`src/rtl/midi_uart_defs.svh`:
```
// Purpose: Constants for the MIDI host port: offsets, fields, codes, timing.
// Assumes: Included by its bare name from the package and design files.
// Notes:   Definitions only.
`ifndef MIDI_UART_DEFS_SVH
`define MIDI_UART_DEFS_SVH

// Port offsets within the two-location block.
`define MIDI_OFS_DATA      1'b0
`define MIDI_OFS_CMD_STAT  1'b1

// Address decode: ten decoded bits, block aligned to eight locations.
`define MIDI_ADDR_W        16
`define MIDI_DEC_TOP       9
`define MIDI_ALIGN_LSB     3

// Status field positions.
`define MIDI_STAT_RXE_BIT  7
`define MIDI_STAT_TXF_BIT  6
`define MIDI_STAT_CMD_W    6

// FIFO geometry.
`define MIDI_FIFO_DEPTH    16
`define MIDI_PTR_W         4
`define MIDI_CNT_W         5

// Reset values.
`define MIDI_CMD_RESET     8'h00
`define MIDI_BYTE_RESET    8'h00

// Command and acknowledge codes.
`define MIDI_CMD_ENTER     8'h3F
`define MIDI_CMD_LEAVE     8'hFF
`define MIDI_CMD_ZERO_LO   8'hA0
`define MIDI_CMD_ZERO_HI   8'hA7
`define MIDI_CMD_AB        8'hAB
`define MIDI_CMD_AC        8'hAC
`define MIDI_CMD_AD        8'hAD
`define MIDI_CMD_AF        8'hAF
`define MIDI_ACK           8'hFE
`define MIDI_REPLY_ZERO    8'h00
`define MIDI_REPLY_AC      8'h15
`define MIDI_REPLY_AD      8'h01
`define MIDI_REPLY_AF      8'h64

// Serial timing: 31.25 kbaud from a 4 ns clock.
`define MIDI_CLK_PERIOD_NS 4
`define MIDI_BIT_TIME_NS   32000
`define MIDI_BIT_CYCLES    (`MIDI_BIT_TIME_NS / `MIDI_CLK_PERIOD_NS)
`define MIDI_BIT_CNT_W     16
`define MIDI_DATA_BITS     8

`endif

```
`src/rtl/midi_uart_pkg.sv`:
```
// Purpose: Types shared by the MIDI host port and its serial engine.
// Assumes: Constants come from the defs header.
// Notes:   Types only.
`include "midi_uart_defs.svh"

package midi_uart_pkg;

    // One host I/O cycle, valid for the single clock it is presented.
    typedef struct packed {
        logic                     rd;
        logic                     wr;
        logic [`MIDI_ADDR_W-1:0]  addr;
        logic [7:0]               data;
    } host_req_t;

    typedef enum logic { NON_UART, UART_MODE } mode_t;

    typedef enum logic [1:0] { RX_IDLE, RX_START, RX_DATA, RX_STOP } rx_state_t;

    typedef enum logic { TX_IDLE, TX_SHIFT } tx_state_t;

endpackage

```
`src/rtl/midi_uart_host_port.sv`:
```
// Purpose: MIDI host port with command interpreter, two FIFOs and interrupt.
// Assumes: Host strobes are one-cycle pulses synchronous to ref_clk_in.
// Notes:   Two I/O ports, no other bus.
// Contract
// - Ten-bit decode, two ports, no aliasing.
// - Data at offset zero, command/status at one.
// - Separate 16-byte transmit and receive FIFOs.
// - Serial rate fixed at 31.25 kbaud.
// - One start, eight data, one stop.
// - Status bit 7 shows receive FIFO empty.
// - Status bit 6 shows transmit FIFO full.
// - Status low six bits echo last command.
// - Every receive FIFO push raises interrupt.
// - Data port read clears the interrupt.
// - Reset enters non-UART mode.
// - Non-UART: data writes dropped, reads last byte.
// - 3Fh enters UART mode, acknowledges FEh.
// - Listed commands push FEh and reply.
// - Other non-UART commands push FEh only.
// - UART mode: data writes queue and transmit.
// - UART reads pop; full FIFO overwrites last.
// - FFh returns to non-UART mode.
// - Other UART-mode commands are ignored; the code still records them in the status echo.

`include "midi_uart_defs.svh"

module midi_uart_host_port #(
    parameter int BIT_CYCLES = `MIDI_BIT_CYCLES
) (
    input  wire logic                    ref_clk_in,
    input  wire logic                    rstn_in,
    input  wire logic [`MIDI_DEC_TOP:0]  midi_port_base_in,
    input  wire midi_uart_pkg::host_req_t host_req_in,
    output logic [7:0]                   rd_data_out,
    output logic                         rd_valid_out,
    output logic                         irq_out,
    output logic                         midi_serial_out,
    input  wire logic                    midi_serial_in
);
    import midi_uart_pkg::*;

    localparam logic [`MIDI_CNT_W-1:0] FIFO_FULL = `MIDI_CNT_W'(`MIDI_FIFO_DEPTH);

    // Mode state.
    mode_t                    mode;
    logic [7:0]               last_cmd;
    logic [7:0]               last_pushed;

    // FIFO storage.
    logic [7:0]               rx_mem [`MIDI_FIFO_DEPTH];
    logic [7:0]               tx_mem [`MIDI_FIFO_DEPTH];
    logic [`MIDI_PTR_W-1:0]   rx_wr;
    logic [`MIDI_PTR_W-1:0]   rx_rd;
    logic [`MIDI_CNT_W-1:0]   rx_cnt;
    logic [`MIDI_PTR_W-1:0]   tx_wr;
    logic [`MIDI_PTR_W-1:0]   tx_rd;
    logic [`MIDI_CNT_W-1:0]   tx_cnt;

    // Reply queue.
    logic [7:0]               ack_q0;
    logic [7:0]               ack_q1;
    logic [1:0]               ack_cnt;
    logic                     ser_pend;
    logic [7:0]               ser_byte;

    // Strobes and controls.
    logic                     hit;
    logic                     data_rd;
    logic                     data_wr;
    logic                     cmd_wr;
    logic                     stat_rd;
    logic                     rx_empty;
    logic                     tx_full;
    logic                     push_en;
    logic [7:0]               push_byte;
    logic                     push_ack;
    logic                     rx_pop;
    logic                     rx_flush;
    logic                     rx_over;
    logic                     tx_push;
    logic                     tx_pop;

    // Engine handshake.
    logic                     eng_ready;
    logic                     eng_rx_valid;
    logic [7:0]               eng_rx_data;
    logic [`MIDI_PTR_W-1:0]   rx_wr_at;

    // Upper bits must be zero and the block sits on an eight-location boundary.
    assign hit = (host_req_in.addr[`MIDI_ADDR_W-1:`MIDI_DEC_TOP+1] == '0)
              && (host_req_in.addr[`MIDI_DEC_TOP:`MIDI_ALIGN_LSB]
                  == midi_port_base_in[`MIDI_DEC_TOP:`MIDI_ALIGN_LSB])
              && (host_req_in.addr[`MIDI_ALIGN_LSB-1:1] == '0);

    // Offset zero is the data port, offset one command (write) or status (read).
    assign data_rd = hit && host_req_in.rd && (host_req_in.addr[0] == `MIDI_OFS_DATA);
    assign data_wr = hit && host_req_in.wr && (host_req_in.addr[0] == `MIDI_OFS_DATA);
    assign stat_rd = hit && host_req_in.rd && (host_req_in.addr[0] == `MIDI_OFS_CMD_STAT);
    assign cmd_wr  = hit && host_req_in.wr && (host_req_in.addr[0] == `MIDI_OFS_CMD_STAT);

    // Flags come from the fill counts.
    assign rx_empty = (rx_cnt == '0);
    assign tx_full  = (tx_cnt == FIFO_FULL);

    // Acknowledges go first; a serial byte waits, since it arrives only every ten bits.
    always_comb begin
        push_ack  = (ack_cnt != 2'd0);
        push_en   = push_ack || ser_pend;
        push_byte = push_ack ? ack_q0 : ser_byte;
    end

    // Reads pop in UART mode; in non-UART mode they show the last byte and flush.
    assign rx_pop   = data_rd && (mode == UART_MODE) && !rx_empty;
    assign rx_flush = data_rd && (mode == NON_UART);
    // Overwrite only when nothing leaves in the same cycle.
    assign rx_over  = push_en && (rx_cnt == FIFO_FULL) && !rx_pop && !rx_flush;
    // Overwrite lands on the newest entry.
    assign rx_wr_at = rx_over ? rx_wr - 1'b1 : rx_wr;

    // Host data writes are queued only in UART mode and only while room remains.
    assign tx_push = data_wr && (mode == UART_MODE) && !tx_full;
    assign tx_pop  = eng_ready && (tx_cnt != '0);

    // Operating mode, switched only by the enter and leave codes.
    always_ff @(posedge ref_clk_in or negedge rstn_in) begin
        if (!rstn_in) begin
            mode <= NON_UART;
        end else if (cmd_wr) begin
            if (mode == NON_UART && host_req_in.data == `MIDI_CMD_ENTER) begin
                mode <= UART_MODE;
            end else if (mode == UART_MODE && host_req_in.data == `MIDI_CMD_LEAVE) begin
                mode <= NON_UART;
                // Other codes keep the mode.
            end
        end
    end

    // Every command byte is remembered for the status echo, in either mode.
    always_ff @(posedge ref_clk_in or negedge rstn_in) begin
        if (!rstn_in) begin
            last_cmd <= `MIDI_CMD_RESET;
        end else if (cmd_wr) begin
            last_cmd <= host_req_in.data;
        end
    end

    // Acknowledge queue: up to two bytes per command, drained one per cycle.
    always_ff @(posedge ref_clk_in or negedge rstn_in) begin
        if (!rstn_in) begin
            ack_q0  <= `MIDI_BYTE_RESET;
            ack_q1  <= `MIDI_BYTE_RESET;
            ack_cnt <= 2'd0;
        end else if (cmd_wr && mode == NON_UART) begin
            // A new command drops queued replies.
            ack_q0  <= `MIDI_ACK;
            ack_cnt <= 2'd2;
            if (host_req_in.data >= `MIDI_CMD_ZERO_LO && host_req_in.data <= `MIDI_CMD_ZERO_HI) begin
                ack_q1 <= `MIDI_REPLY_ZERO;
            end else begin
                case (host_req_in.data)
                    `MIDI_CMD_AB: ack_q1 <= `MIDI_REPLY_ZERO;
                    `MIDI_CMD_AC: ack_q1 <= `MIDI_REPLY_AC;
                    `MIDI_CMD_AD: ack_q1 <= `MIDI_REPLY_AD;
                    `MIDI_CMD_AF: ack_q1 <= `MIDI_REPLY_AF;
                    default:      ack_cnt <= 2'd1;
                endcase
            end
        end else if (push_ack) begin
            // One reply leaves per cycle.
            ack_q0  <= ack_q1;
            ack_cnt <= ack_cnt - 2'd1;
        end
    end

    // Serial bytes are held until the push port is free; arrival wins over drain.
    always_ff @(posedge ref_clk_in or negedge rstn_in) begin
        if (!rstn_in) begin
            ser_pend <= 1'b0;
            ser_byte <= `MIDI_BYTE_RESET;
        end else if (eng_rx_valid && mode == UART_MODE) begin
            // One holding byte covers ten bits.
            ser_pend <= 1'b1;
            ser_byte <= eng_rx_data;
        end else if (ser_pend && !push_ack) begin
            ser_pend <= 1'b0;
        end
    end

    // Receive FIFO storage; a full FIFO rewrites its newest entry.
    always_ff @(posedge ref_clk_in) begin
        if (push_en) begin
            rx_mem[rx_wr_at] <= push_byte;
        end
    end

    // Receive FIFO pointers and fill count.
    always_ff @(posedge ref_clk_in or negedge rstn_in) begin
        if (!rstn_in) begin
            rx_wr  <= '0;
            rx_rd  <= '0;
            rx_cnt <= '0;
        end else begin
            if (push_en && !rx_over) begin
                rx_wr <= rx_wr + 1'b1;
            end
            // A byte pushed with a flush survives.
            if (rx_flush) begin
                rx_rd  <= rx_wr;
                rx_cnt <= (push_en && !rx_over) ? `MIDI_CNT_W'(1) : '0;
            end else begin
                if (rx_pop) begin
                    rx_rd <= rx_rd + 1'b1;
                end
                // Pushes and pops net out.
                rx_cnt <= rx_cnt + `MIDI_CNT_W'(push_en && !rx_over) - `MIDI_CNT_W'(rx_pop);
            end
        end
    end

    // Newest byte placed in the receive buffer, shown by non-UART reads.
    always_ff @(posedge ref_clk_in or negedge rstn_in) begin
        if (!rstn_in) begin
            last_pushed <= `MIDI_BYTE_RESET;
        end else if (push_en) begin
            last_pushed <= push_byte;
        end
    end

    // Transmit FIFO storage.
    always_ff @(posedge ref_clk_in) begin
        if (tx_push) begin
            tx_mem[tx_wr] <= host_req_in.data;
        end
    end

    // Transmit FIFO pointers; the engine drains one byte each time it goes idle.
    always_ff @(posedge ref_clk_in or negedge rstn_in) begin
        if (!rstn_in) begin
            tx_wr  <= '0;
            tx_rd  <= '0;
            tx_cnt <= '0;
        end else begin
            // A full FIFO refuses the write.
            if (tx_push) begin
                tx_wr <= tx_wr + 1'b1;
            end
            if (tx_pop) begin
                tx_rd <= tx_rd + 1'b1;
            end
            tx_cnt <= tx_cnt + `MIDI_CNT_W'(tx_push) - `MIDI_CNT_W'(tx_pop);
        end
    end

    // Interrupt: a push sets it even in the cycle a data read would clear it.
    always_ff @(posedge ref_clk_in or negedge rstn_in) begin
        if (!rstn_in) begin
            irq_out <= 1'b0;
        end else if (push_en) begin
            irq_out <= 1'b1;
        end else if (data_rd) begin
            irq_out <= 1'b0;
        end
    end

    // Read data is registered and valid for one cycle after the read strobe.
    always_ff @(posedge ref_clk_in or negedge rstn_in) begin
        if (!rstn_in) begin
            rd_data_out  <= `MIDI_BYTE_RESET;
            rd_valid_out <= 1'b0;
        end else begin
            rd_valid_out <= data_rd || stat_rd;
            // Both flags and the command echo.
            if (stat_rd) begin
                rd_data_out[`MIDI_STAT_RXE_BIT]    <= rx_empty;
                rd_data_out[`MIDI_STAT_TXF_BIT]    <= tx_full;
                rd_data_out[`MIDI_STAT_CMD_W-1:0]  <= last_cmd[`MIDI_STAT_CMD_W-1:0];
            end else if (rx_pop) begin
                rd_data_out <= rx_mem[rx_rd];
            end else if (data_rd) begin
                // Empty UART-mode reads also fall back to the newest byte.
                rd_data_out <= last_pushed;
            end
        end
    end

    // Idle engine pops the transmit FIFO.
    midi_serial_engine #(
        .BIT_CYCLES (BIT_CYCLES)
    ) engine (
        .ref_clk_in      (ref_clk_in),
        .rstn_in         (rstn_in),
        .tx_valid_in     (tx_cnt != '0),
        .tx_data_in      (tx_mem[tx_rd]),
        .tx_ready_out    (eng_ready),
        .midi_serial_out (midi_serial_out),
        .midi_serial_in  (midi_serial_in),
        .rx_valid_out    (eng_rx_valid),
        .rx_data_out     (eng_rx_data)
    );

endmodule

```
`src/rtl/midi_serial_engine.sv`:
```
// Purpose: 8N1 serial transmitter and receiver for the MIDI link.
// Assumes: The serial input is already synchronous to ref_clk_in.
// Notes:   Framing errors drop the character silently.
`include "midi_uart_defs.svh"

module midi_serial_engine #(
    parameter int BIT_CYCLES = `MIDI_BIT_CYCLES
) (
    input  wire logic       ref_clk_in,
    input  wire logic       rstn_in,
    input  wire logic       tx_valid_in,
    input  wire logic [7:0] tx_data_in,
    output logic            tx_ready_out,
    output logic            midi_serial_out,
    input  wire logic       midi_serial_in,
    output logic            rx_valid_out,
    output logic [7:0]      rx_data_out
);
    import midi_uart_pkg::*;

    localparam logic [`MIDI_BIT_CNT_W-1:0] BIT_LAST  = `MIDI_BIT_CNT_W'(BIT_CYCLES - 1);
    localparam logic [`MIDI_BIT_CNT_W-1:0] HALF_LAST = `MIDI_BIT_CNT_W'(BIT_CYCLES / 2 - 1);

    tx_state_t                    tx_state;
    logic [`MIDI_BIT_CNT_W-1:0]   tx_cnt;
    logic [3:0]                   tx_bits;
    logic [8:0]                   tx_sh;
    rx_state_t                    rx_state;
    logic [`MIDI_BIT_CNT_W-1:0]   rx_cnt;
    logic [2:0]                   rx_bits;
    logic [7:0]                   rx_sh;
    logic                         rx_prev;

    // A byte is taken only while the line is idle.
    assign tx_ready_out = (tx_state == TX_IDLE);

    // Transmitter: start bit, eight data bits LSB first, one stop bit.
    always_ff @(posedge ref_clk_in or negedge rstn_in) begin
        if (!rstn_in) begin
            tx_state        <= TX_IDLE;
            tx_cnt          <= '0;
            tx_bits         <= '0;
            tx_sh           <= '1;
            midi_serial_out <= 1'b1;
        end else begin
            case (tx_state)
                TX_IDLE: begin
                    midi_serial_out <= 1'b1;
                    if (tx_valid_in) begin
                        tx_sh           <= {1'b1, tx_data_in};
                        midi_serial_out <= 1'b0;
                        tx_bits         <= '0;
                        tx_cnt          <= '0;
                        tx_state        <= TX_SHIFT;
                    end
                end
                TX_SHIFT: begin
                    if (tx_cnt == BIT_LAST) begin
                        tx_cnt <= '0;
                        if (tx_bits == 4'd9) begin
                            tx_state <= TX_IDLE;
                        end else begin
                            midi_serial_out <= tx_sh[0];
                            tx_sh           <= {1'b1, tx_sh[8:1]};
                            tx_bits         <= tx_bits + 4'd1;
                        end
                    end else begin
                        tx_cnt <= tx_cnt + 1'b1;
                    end
                end
                default: tx_state <= TX_IDLE;
            endcase
        end
    end

    // Receiver: a falling edge starts a character; bits are sampled mid-cell.
    always_ff @(posedge ref_clk_in or negedge rstn_in) begin
        if (!rstn_in) begin
            rx_state     <= RX_IDLE;
            rx_cnt       <= '0;
            rx_bits      <= '0;
            rx_sh        <= '0;
            rx_prev      <= 1'b1;
            rx_valid_out <= 1'b0;
            rx_data_out  <= `MIDI_BYTE_RESET;
        end else begin
            rx_prev      <= midi_serial_in;
            rx_valid_out <= 1'b0;
            case (rx_state)
                RX_IDLE: begin
                    rx_cnt <= '0;
                    if (rx_prev && !midi_serial_in) begin
                        rx_state <= RX_START;
                    end
                end
                RX_START: begin
                    if (rx_cnt == HALF_LAST) begin
                        rx_cnt   <= '0;
                        rx_bits  <= '0;
                        // A glitch shorter than half a bit is not a start.
                        rx_state <= midi_serial_in ? RX_IDLE : RX_DATA;
                    end else begin
                        rx_cnt <= rx_cnt + 1'b1;
                    end
                end
                RX_DATA: begin
                    if (rx_cnt == BIT_LAST) begin
                        rx_cnt  <= '0;
                        rx_sh   <= {midi_serial_in, rx_sh[7:1]};
                        rx_bits <= rx_bits + 3'd1;
                        if (rx_bits == 3'd7) begin
                            rx_state <= RX_STOP;
                        end
                    end else begin
                        rx_cnt <= rx_cnt + 1'b1;
                    end
                end
                RX_STOP: begin
                    if (rx_cnt == BIT_LAST) begin
                        rx_cnt   <= '0;
                        rx_state <= RX_IDLE;
                        if (midi_serial_in) begin
                            rx_valid_out <= 1'b1;
                            rx_data_out  <= rx_sh;
                        end
                    end else begin
                        rx_cnt <= rx_cnt + 1'b1;
                    end
                end
                default: rx_state <= RX_IDLE;
            endcase
        end
    end

endmodule

```
`config.mk`:
```
export PLATFORM = sky130hd
export DESIGN_NAME = midi_uart_host_port
export DESIGN_NICKNAME = d
export VERILOG_FILES = /design/src/rtl/midi_uart_pkg.sv /design/src/rtl/midi_uart_host_port.sv /design/src/rtl/midi_serial_engine.sv
export VERILOG_INCLUDE_DIRS = /design/src /design/src/rtl
export SDC_FILE = /design/constraint.sdc
export NUM_CORES = 1
export LEC_CHECK = 0
export ABC_AREA = 1
export BUFFER_PORTS_ARGS = -buffer_cell sky130_fd_sc_hd__buf_2
export CAP_MARGIN = 20
export CORE_AREA = 4 4 198 238
export CTS_BUF_LIST = sky130_fd_sc_hd__clkbuf_4
export DETAILED_ROUTE_END_ITERATION = 10
export DIE_AREA = 0 0 202 242
export GPL_TIMING_DRIVEN = 1
export PLACE_DENSITY = 0.55
export SLEW_MARGIN = 5
export SYNTH_ARGS = -nofsm -noshare
export SYNTH_HDL_FRONTEND = slang
export SYNTH_HIERARCHICAL = 1
export SYNTH_SLANG_ARGS = --single-unit
export TNS_END_PERCENT = 100
```
`constraint.sdc`:
```
create_clock -name ref_clk_in -period 6 [get_ports ref_clk_in]
set_input_delay 1.2 -clock ref_clk_in [delete_from_list [all_inputs] [get_ports ref_clk_in]]
set_output_delay 1.2 -clock ref_clk_in [all_outputs]
set_load 0.02 [all_outputs]
```
[Word level (Yosys, flattened, before mapping)]
Memories as Yosys holds them, arrays and structs flattened.
Cells that the tools add are included.
Cells by class
  add/sub/neg operators: 14
  muxes and demuxes: 62
  bitwise logic cells: 3
  equal/unequal tests: 25
  order comparisons: 2
  reduce and logical (&&, ||, !) cells: 58
Operators with widths (count)
  $mux 16: 4
  $mux 8: 7
  $pmux 16 s3: 1
  $eq 8x8->1 const B: 5
  $add 16x1->16 const B: 2
  $eq 16x13->1 const B: 2
  $pmux 16 s2: 1
  $pmux 8 s4: 1
  $mux 9: 3
  $logic_and 1x1->1: 25
  $mux 4: 6
  $add 4x1->4 const B: 5
  $mux 1: 20
  $mux 2: 10
  $pmux 9 s2: 1
  $eq 16x12->1 const B: 1
  $reduce_bool 2->1: 7
  $ne 2x1->1 const B: 6
  $add 5x1->5: 2
  $eq 5x5->1 const B: 2
  $reduce_bool 5->1: 2
  $sub 5x1->5: 2
  $reduce_and 3->1: 3
  $eq 8x6->1 const B: 1
  28 further kinds: 45
Word-level totals
  word-level logic and storage cells: 195
  register bits after elaboration: 148
  RAM bits: 256
  input bits: 39
  memories: 2
Memory list
  rx_mem: depth 16, width 8, read ports 1, clocked after Yosys merged registers in 0, write ports 1, RTL line midi_uart_host_port.sv:50  | logic [7:0] rx_mem [`MIDI_FIFO_DEPTH];
  tx_mem: depth 16, width 8, read ports 1, clocked after Yosys merged registers in 0, write ports 1, RTL line midi_uart_host_port.sv:51  | logic [7:0] tx_mem [`MIDI_FIFO_DEPTH];

[Longest topological paths before layout]
Gate-level depths: netlist of the first run.
  word-level depth: 15
  mapped depth: 21
  mapped depth without buffers: 21

[Hierarchy]
Netlist of the first run, hierarchy kept.
By module, submodules not included
  midi_uart_host_port: area an instance 14149.8 sq um, instances 1, cells an instance 1207, seq. area each 9464.1 sq um
  midi_serial_engine: area an instance 3559.7 sq um, instances 1, cells an instance 422, seq. area each 1739.2 sq um

[Worst setup path before layout of the first run]
Ideal clock, no wire load.
  path kind: input port to flip-flop
  start point: input port host_req_in[23] in the netlist's numbering
  end point: register, netlist name rx_cnt[4]
  setup slack: 2027 ps
  arrival: 3859 ps
  buffers on the path: 0
  cell stages on the path: 19
  cells stage by stage: nor2_1 -> nand2_1 -> nor2_1 -> nand3_2 -> nor2_8 -> nand3_4 -> nand3_4 -> nand2_1 -> ha_1 -> inv_1 -> ha_1 -> inv_1 -> fa_1 -> or2_2 -> nand2_1 -> a21oi_1 -> or2_2 -> nand3_1 -> inv_1
RTL lines
  start: declaration: RTL line midi_uart_host_port.sv:33  | input wire midi_uart_pkg::host_req_t host_req_in,

==> results by group, run 1 <==
GRT
  • GRT overflow: 0
  • Vias in the first global route: 12031
  • Global-route wire length before repair: 65080 um
  • Initial antenna violation count: 2
  • Largest net degree at the start of global routing: 97
  • Total track usage: 0.1657

Clock tree
  • # resized after CTS: 0
  • # hold bufs at CTS: 0
  • CTS max path bufs: 3
  • CTS sink count: 396
  • CTS tree: built
  • Total setup buffers inserted after CTS: 0
  • Clock transition at path regs: 0.06 ns
  • H-tree depth: 3
  • Worst skew pair latency: 0.83 ns
  • Cts bufs inserted: 102
  • Root Driver: clkbuf_4

Worst hold path
  • Worst Hold End: engine/rx_cnt[0]
  • Hold Path Class: reg -> reg
  • Hold Path Origin: engine/rx_cnt[0]
  • Hold Path Depth: 1

Power
  • Leakage power: 8.145 nW
  • P per Cell Area: 274.6 nW/um^2
  • VDD IR max: 0.1712 mV

Yosys
  • Yosys Warn Count: 6
  • Number of synthesized flops with an enable pin: 256
  • Async SR Flop Fraction: 0.3535
  • Area share of the largest cell type after synthesis: 0.4341
  • Area leader, netlist: edfxtp_1
  • Mapped Cells: 1629
  • Top FF cell, synth: edfxtp_1
  • Mapped Nets: 1697
  • Ranking of synthesized cells by area: edfxtp_1 43%, dfrtp_1 18%, nand2_1 5.6%, nor2_1 4.4%, o21ai_0 3.5%
  • Register area share after synthesis: 0.6326
  • Distinct cell type count after synthesis: 55
  • #FFs+latches synth: 396
  • Syn avg cell area: 10.87 um^2
  • Post-synthesis instance area: 17710 um^2

Setup path
  • Reg-to-reg setup timing slack: 1.79 ns
  • WS Path Type: reg -> reg
  • CP Data Arrival Time: 4.91 ns
  • Reg2reg end: rx_cnt[4]
  • Crit Path Max Fanout: 22
  • Reg2reg path depth: 20
  • CP Launch Type: flip-flop
  • CP required: 6.70 ns
  • CP endpoint kind: flip-flop
  • Worst r2r src: ack_cnt[0]

Placement
  • Final GP Congestion: 0.8373
  • IO buf count: 46
  • Pre-CTS setup slack: 1.175 ns
  • Detailed Place HPWL: 25850 um

Route
  • Drt total wl: 40710 um
  • Pre-antenna DRT Iters: 5
  • Via count: 12048
  • Via/cell ratio: 4.981
  • DR WL/cell: 16.83 um
  • DRC Markers: 0
  • Antenna viol nets, final: 0
  • Iter 0 DRT Violations: 695

Timing
  • Max_slew headroom: 0.3083
  • Period utilization: 0.7021
  • Tmin final: 4.212 ns
  • RSZ-0062 raised after global routing: false
  • Clk_skew: 0.07342 ns
  • TNS Setup: 0 ns
  • Final setup viols: 0
  • Fmax: 237.4 MHz
  • Final hold viol count: 0
  • Crit path setup slack, layout: 1.788 ns
  • Worst slew pin tran: 1.038 ns
  • Fin. max-slew vios: 0

Outcome
  • Status: finished clean

Floorplan
  • Die area: 48880 um^2
  • Die width: 202 um
  • Row cnt: 85
  • Core ar.: 44770 um^2
  • DIE HEIGHT: 242 um
  • IO Count: 50
  • Initial Util: 0.3955

Final layout
  • Layout area overhead: 11.96%
  • Fillers: 4274
  • Fraction of layout cells with a size suffix above 1: 0.1869
  • Nets@finish: 1794

Job
  • Max-Cap Viols: 0
[routing by layer]
| layer | GRT usage | vias to the layer above | routed length, um |
|---|---|---|---|
| li1 | - | 5879 | - |
| met1 | 0.2176 | 5847 | 18050 |
| met2 | 0.2735 | 255 | 19880 |
| met3 | 0.03561 | 67 | 1981 |
| met4 | 0.05672 | 0 | 802 |
| met5 | 0 | - | 0 |
[state kept, by name (all words and copies together) (netlist names), 16 cells and up, named ones only]
| name | count |
|---|---|
| engine/tx_cnt | 16 |
| rx_mem | 128 |
| engine/rx_cnt | 16 |
| tx_mem | 128 |
[synthesized netlist by cell type, types with 2 or more instances]
master / n
nand3_1: 83
clkinv_1: 3
a21oi_2: 2
nand3_2: 8
nand4_2: 3
mux2_2: 11
nand2_4: 3
clkbuf_1: 34
nand2_1: 265
xor2_1: 27
nor3_1: 14
nor4_1: 2
o32ai_1: 7
dfstp_2: 10
xnor2_1: 3
nor2_1: 206
buf_1: 3
fa_1: 2
o21ai_0: 125
a21oi_1: 37
nand3_4: 3
buf_2: 15
nor2_2: 7
o221ai_1: 25
or2_2: 11
o22ai_1: 10
mux2i_1: 25
inv_1: 133
buf_6: 8
inv_2: 13
edfxtp_1: 256
o21ai_2: 17
a31oi_1: 7
nor3_2: 2
nand4_1: 16
ha_1: 27
o21ai_1: 12
nand2_2: 18
o211ai_1: 31
dfrtp_1: 130
[area by class of cell]
class | count | area [um^2] | share of cell area
Antenna cell | 2 | 5.005 | 0.0002524
Timing Repair Buffer | 55 | 304.0 | 0.01533
Clock inverter | 28 | 173.9 | 0.008771
Multi-Input combinational cell | 1022 | 5630 | 0.2840
Sequential cell | 396 | 11210 | 0.5652
Inverter | 149 | 559.3 | 0.02821
Tap cell | 609 | 762.0 | 0.03843
Clock buffer | 158 | 1186 | 0.05982
[metrics by stage]
stage	utilization	hold slack [ns]	power [mW]	cell area, um^2	cells
after detailed placement	0.4124	0.4580	3.121	18460	2231
after global placement	0.4124	0.4524	3.114	18460	2231
after floorplan	-	0.4300	3.049	17710	1629
final	0.4428	0.4598	5.444	19830	2419
after CTS	0.4427	0.4153	5.541	19820	2417
after global routing	0.4428	0.4477	5.703	19830	2419
[power breakdown]
part / switching (mW) / leakage (nW) / internal (mW)
registers: 0.0127 / 4.03 / 2.91
logic: 0.0907 / 3.30 / 0.0451
clock network: 1.10 / 0.812 / 1.28
total: 1.20 / 8.14 / 4.24
[cell usage in the layout (no fill, tap or decap), types with 37 or more instances in the layout]
| master | synthesis | layout |
|---|---|---|
| a21oi_1 | 37 | 37 |
| dfrtp_1 | 130 | 127 |
| clkbuf_4 | 0 | 158 |
| inv_1 | 133 | 133 |
| nand2_1 | 265 | 265 |
| nor2_1 | 206 | 206 |
| o21ai_0 | 125 | 122 |
| nand3_1 | 83 | 83 |
| buf_2 | 15 | 45 |
| edfxtp_1 | 256 | 256 |
[how the worst max path moves through the flow]
| stage | start | slack, ns | cells after the start | endpoint |
|---|---|---|---|---|
| CTS | ack_cnt[0] | 1.75 | 20 | rx_cnt[4] |
| global placement | host_req_in[12] | 1.24 | 21 | rx_cnt[4] |
| floorplan | host_req_in[23] | 2.03 | 19 | rx_cnt[4] |
| finish | ack_cnt[0] | 1.79 | 20 | rx_cnt[4] |
| global route | ack_cnt[0] | 1.37 | 20 | rx_cnt[4] |
| detailed placement | host_req_in[12] | 1.17 | 20 | rx_cnt[4] |
[critical path, stage by stage, from the launching register on]
cell and delay (ns):
dfrtp_1 0.36, inv_1 0.08, ha_1 0.49, inv_2 0.18
nor2_2 0.27, inv_2 0.25, nand3_1 0.22, inv_2 0.10
nand3_4 0.17, nand2_1 0.17, ha_1 0.32, inv_1 0.05
ha_1 0.15, inv_1 0.06, fa_1 0.37, or2_2 0.31
nand2_1 0.07, a21oi_1 0.07, or2_2 0.28, nand3_1 0.08
inv_1 0.05
[cell families after synthesis]
| group | share of synthesized area |
|---|---|
| AO/OA/AOI/OAI | 0.09701 |
| XOR/XNOR | 0.01484 |
| multiplexers | 0.02112 |
| adder cells (fa/ha/maj) | 0.02134 |
| buffers and inverters | 0.04946 |
| flip-flops | 0.6326 |
| AND/OR/NAND/NOR | 0.1636 |
(Power assumes the default switching activity.)
==> inputs of run 2 (changes only) <==
==> constraint.sdc (replaced) <==
create_clock -name ref_clk_in -period 4.4 [get_ports ref_clk_in]
set_input_delay 0.88 -clock ref_clk_in [delete_from_list [all_inputs] [get_ports ref_clk_in]]
set_output_delay 0.88 -clock ref_clk_in [all_outputs]
set_load 0.02 [all_outputs]
==> results by group, run 2 (synthesis gave the netlist of run 1 again) <==
Clock tree
  • H-tree depth: 3 (unchanged)
  • CTS tree: built (unchanged)
  • Worst skew pair latency: 0.86 ns (was 0.83 ns)
  • Root Driver: clkbuf_4 (unchanged)
  • Cts bufs inserted: 103 (was 102)
  • CTS sink count: 396 (unchanged)
  • # resized after CTS: 0 (unchanged)
  • CTS max path bufs: 3 (unchanged)
  • Clock transition at path regs: 0.07 ns (was 0.06 ns)
  • # hold bufs at CTS: 0 (unchanged)
  • Total setup buffers inserted after CTS: 0 (unchanged)

Timing
  • Tmin final: 3.595 ns (was 4.212 ns)
  • RSZ-0062 raised after global routing: false (unchanged)
  • Final setup viols: 0 (unchanged)
  • Fmax: 278.2 MHz (was 237.4 MHz)
  • Period utilization: 0.8170 (was 0.7021)
  • Max_slew headroom: 0.3758 (was 0.3083)
  • Fin Hold WS: 0.1489 ns (was 0.4598 ns)
  • Worst slew pin tran: 0.9364 ns (was 1.038 ns)
  • Clk_skew: 0.08464 ns (was 0.07342 ns)
  • Fin. max-slew vios: 0 (unchanged)
  • TNS Setup: 0 ns (unchanged)
  • Final hold viol count: 0 (unchanged)

Final layout
  • Fillers: 4305 (was 4274)
  • Register area: 11210 um^2 (unchanged)
  • Most common cell after layout, fill and taps aside: nand2_1 (unchanged)
  • Layout area overhead: 13.02% (was 11.96%)
  • Most frequent cells in the layout: 265 x nand2_1, 256 x edfxtp_1, 206 x nor2_1 (unchanged)
  • Multi-input logic area: 5630 um^2 (unchanged)
  • Largest registers: rx_mem (128), tx_mem (128) (unchanged)
  • Fraction of layout cells with a size suffix above 1: 0.1942 (was 0.1869)
  • Nets@finish: 1807 (was 1794)

Route
  • Met2 WL: 19340 um (was 19880 um)
  • Max Used Layer: met4 (unchanged)
  • DRC Markers: 0 (unchanged)
  • Pre-antenna DRT Iters: 5 (unchanged)
  • Routed wl met3: 1940 um (was 1981 um)
  • DR WL/cell: 16.63 um (was 16.83 um)
  • Drt total wl: 40590 um (was 40710 um)
  • WL met1: 18190 um (was 18050 um)
  • Via/cell ratio: 4.957 (was 4.981)
  • Antenna viol nets, final: 0 (unchanged)
  • Iter 0 DRT Violations: 733 (was 695)
  • Via count: 12094 (was 12048)

Setup path
  • CP Data Arrival Time: 4.29 ns (was 4.91 ns)
  • Reg2reg end: rx_cnt[4] (unchanged)
  • Reg2reg path depth: 20 (unchanged)
  • CP required: 5.09 ns (was 6.70 ns)
  • CP endpoint kind: flip-flop (unchanged)
  • Worst r2r src: ack_cnt[0] (unchanged)
  • Reg-to-reg setup timing slack: 0.81 ns (was 1.79 ns)
  • Crit Path Max Fanout: 9 (was 22)
  • Crit path from: ack_cnt[0] (unchanged)
  • Critical Path Sink: rx_cnt[4] (unchanged)
  • WS Path Type: reg -> reg (unchanged)
  • CP Launch Type: flip-flop (unchanged)

Floorplan
  • Initial Util: 0.3955 (unchanged)
  • Die area: 48880 um^2 (unchanged)
  • Row cnt: 85 (unchanged)
  • Die width: 202 um (unchanged)
  • Core ar.: 44770 um^2 (unchanged)
  • DIE HEIGHT: 242 um (unchanged)
  • IO Count: 50 (unchanged)

GRT
  • Vias in the first global route: 12012 (was 12031)
  • Initial antenna violation count: 2 (unchanged)
  • GRT overflow: 0 (unchanged)
  • Total track usage: 0.1654 (was 0.1657)
  • Global-route wire length before repair: 64690 um (was 65080 um)
  • Largest net degree at the start of global routing: 95 (was 97)

Job
  • Max-Cap Viols: 0 (unchanged)

Power
  • P per Cell Area: 378.7 nW/um^2 (was 274.6 nW/um^2)
  • VDD IR max: 0.2485 mV (was 0.1712 mV)
  • Leakage power: 8.246 nW (was 8.145 nW)

Placement
  • IO buf count: 46 (unchanged)
  • Final GP Congestion: 0.8182 (was 0.8373)
  • Detailed Place HPWL: 25910 um (was 25850 um)

Outcome
  • Status: finished clean (unchanged)

Worst hold path
  • Hold Path Class: in -> async (was reg -> reg)
## run 2: cell count changes in the layout (fill, tap and decap cells not counted)
| cell | before | now |
|---|---|---|
| inv_2 | 16 | 13 |
| clkinv_4 | 1 | 0 |
| bufinv_16 | 2 | 3 |
| diode_2 | 2 | 3 |
| buf_12 | 0 | 1 |
| clkinv_1 | 22 | 25 |
| clkbuf_4 | 158 | 164 |
| buf_4 | 9 | 20 |
| inv_6 | 2 | 3 |
| clkinvlp_4 | 0 | 1 |
## run 2: worst min path at each step
stage	end	slack, ns	depth (start not counted)
final	engine/tx_bits[2]	0.15	1
after global routing	engine/rx_prev	0.11	1
after CTS	engine/rx_prev	0.09	1
after detailed placement	engine/tx_sh[0]	0.46	2
after global placement	engine/rx_cnt[0]	0.45	1
after floorplan	engine/rx_cnt[0]	0.43	1
## run 2: power by group
group / leakage, nW / internal [mW] / switching, mW
registers: 4.03 / 3.97 / 0.0178
logic: 3.36 / 0.0624 / 0.122
clock network: 0.849 / 1.87 / 1.54
## run 2: area by class of cell
class / instances / share of cell area
repair buffers: 67 / 0.02032
clock inverters: 30 / 0.01056
well taps: 609 / 0.03807
flip-flops and latches: 396 / 0.5599
multi-input cells: 1022 / 0.2813
inverters: 149 / 0.02794
diodes: 3 / 0.0003751
clock buffers: 164 / 0.06151
## run 2: routing by layer
layer,track usage,vias up
met5,0,-
met4,0.06758,0
met3,0.03414,82
met2,0.2682,297
met1,0.2179,5790
li1,-,5925
## run 2: critical path, cell delays in order (launching register included)
cell	delay [ns]
dfrtp_1	0.36
inv_1	0.08
ha_1	0.20
inv_2	0.10
nor2_2	0.27
inv_2	0.07
nand3_1	0.15
inv_2	0.10
nand3_4	0.17
nand2_1	0.16
ha_1	0.30
inv_1	0.06
ha_1	0.16
inv_1	0.06
fa_1	0.37
or2_2	0.32
nand2_1	0.06
a21oi_1	0.06
or2_2	0.27
nand3_1	0.08
inv_1	0.04
## run 2: stage by stage
stage	utilization	cells	worst slack [ns]	instance area, um^2	power (mW)
after detailed placement	0.4146	2243	0.3088	18570	4.255
after global routing	0.4470	2440	0.4982	20020	7.961
after floorplan	-	1629	0.7474	17710	4.158
after CTS	0.4469	2437	0.8150	20010	7.721
final	0.4470	2440	0.8054	20020	7.579
after global placement	0.4146	2243	0.3183	18570	4.249
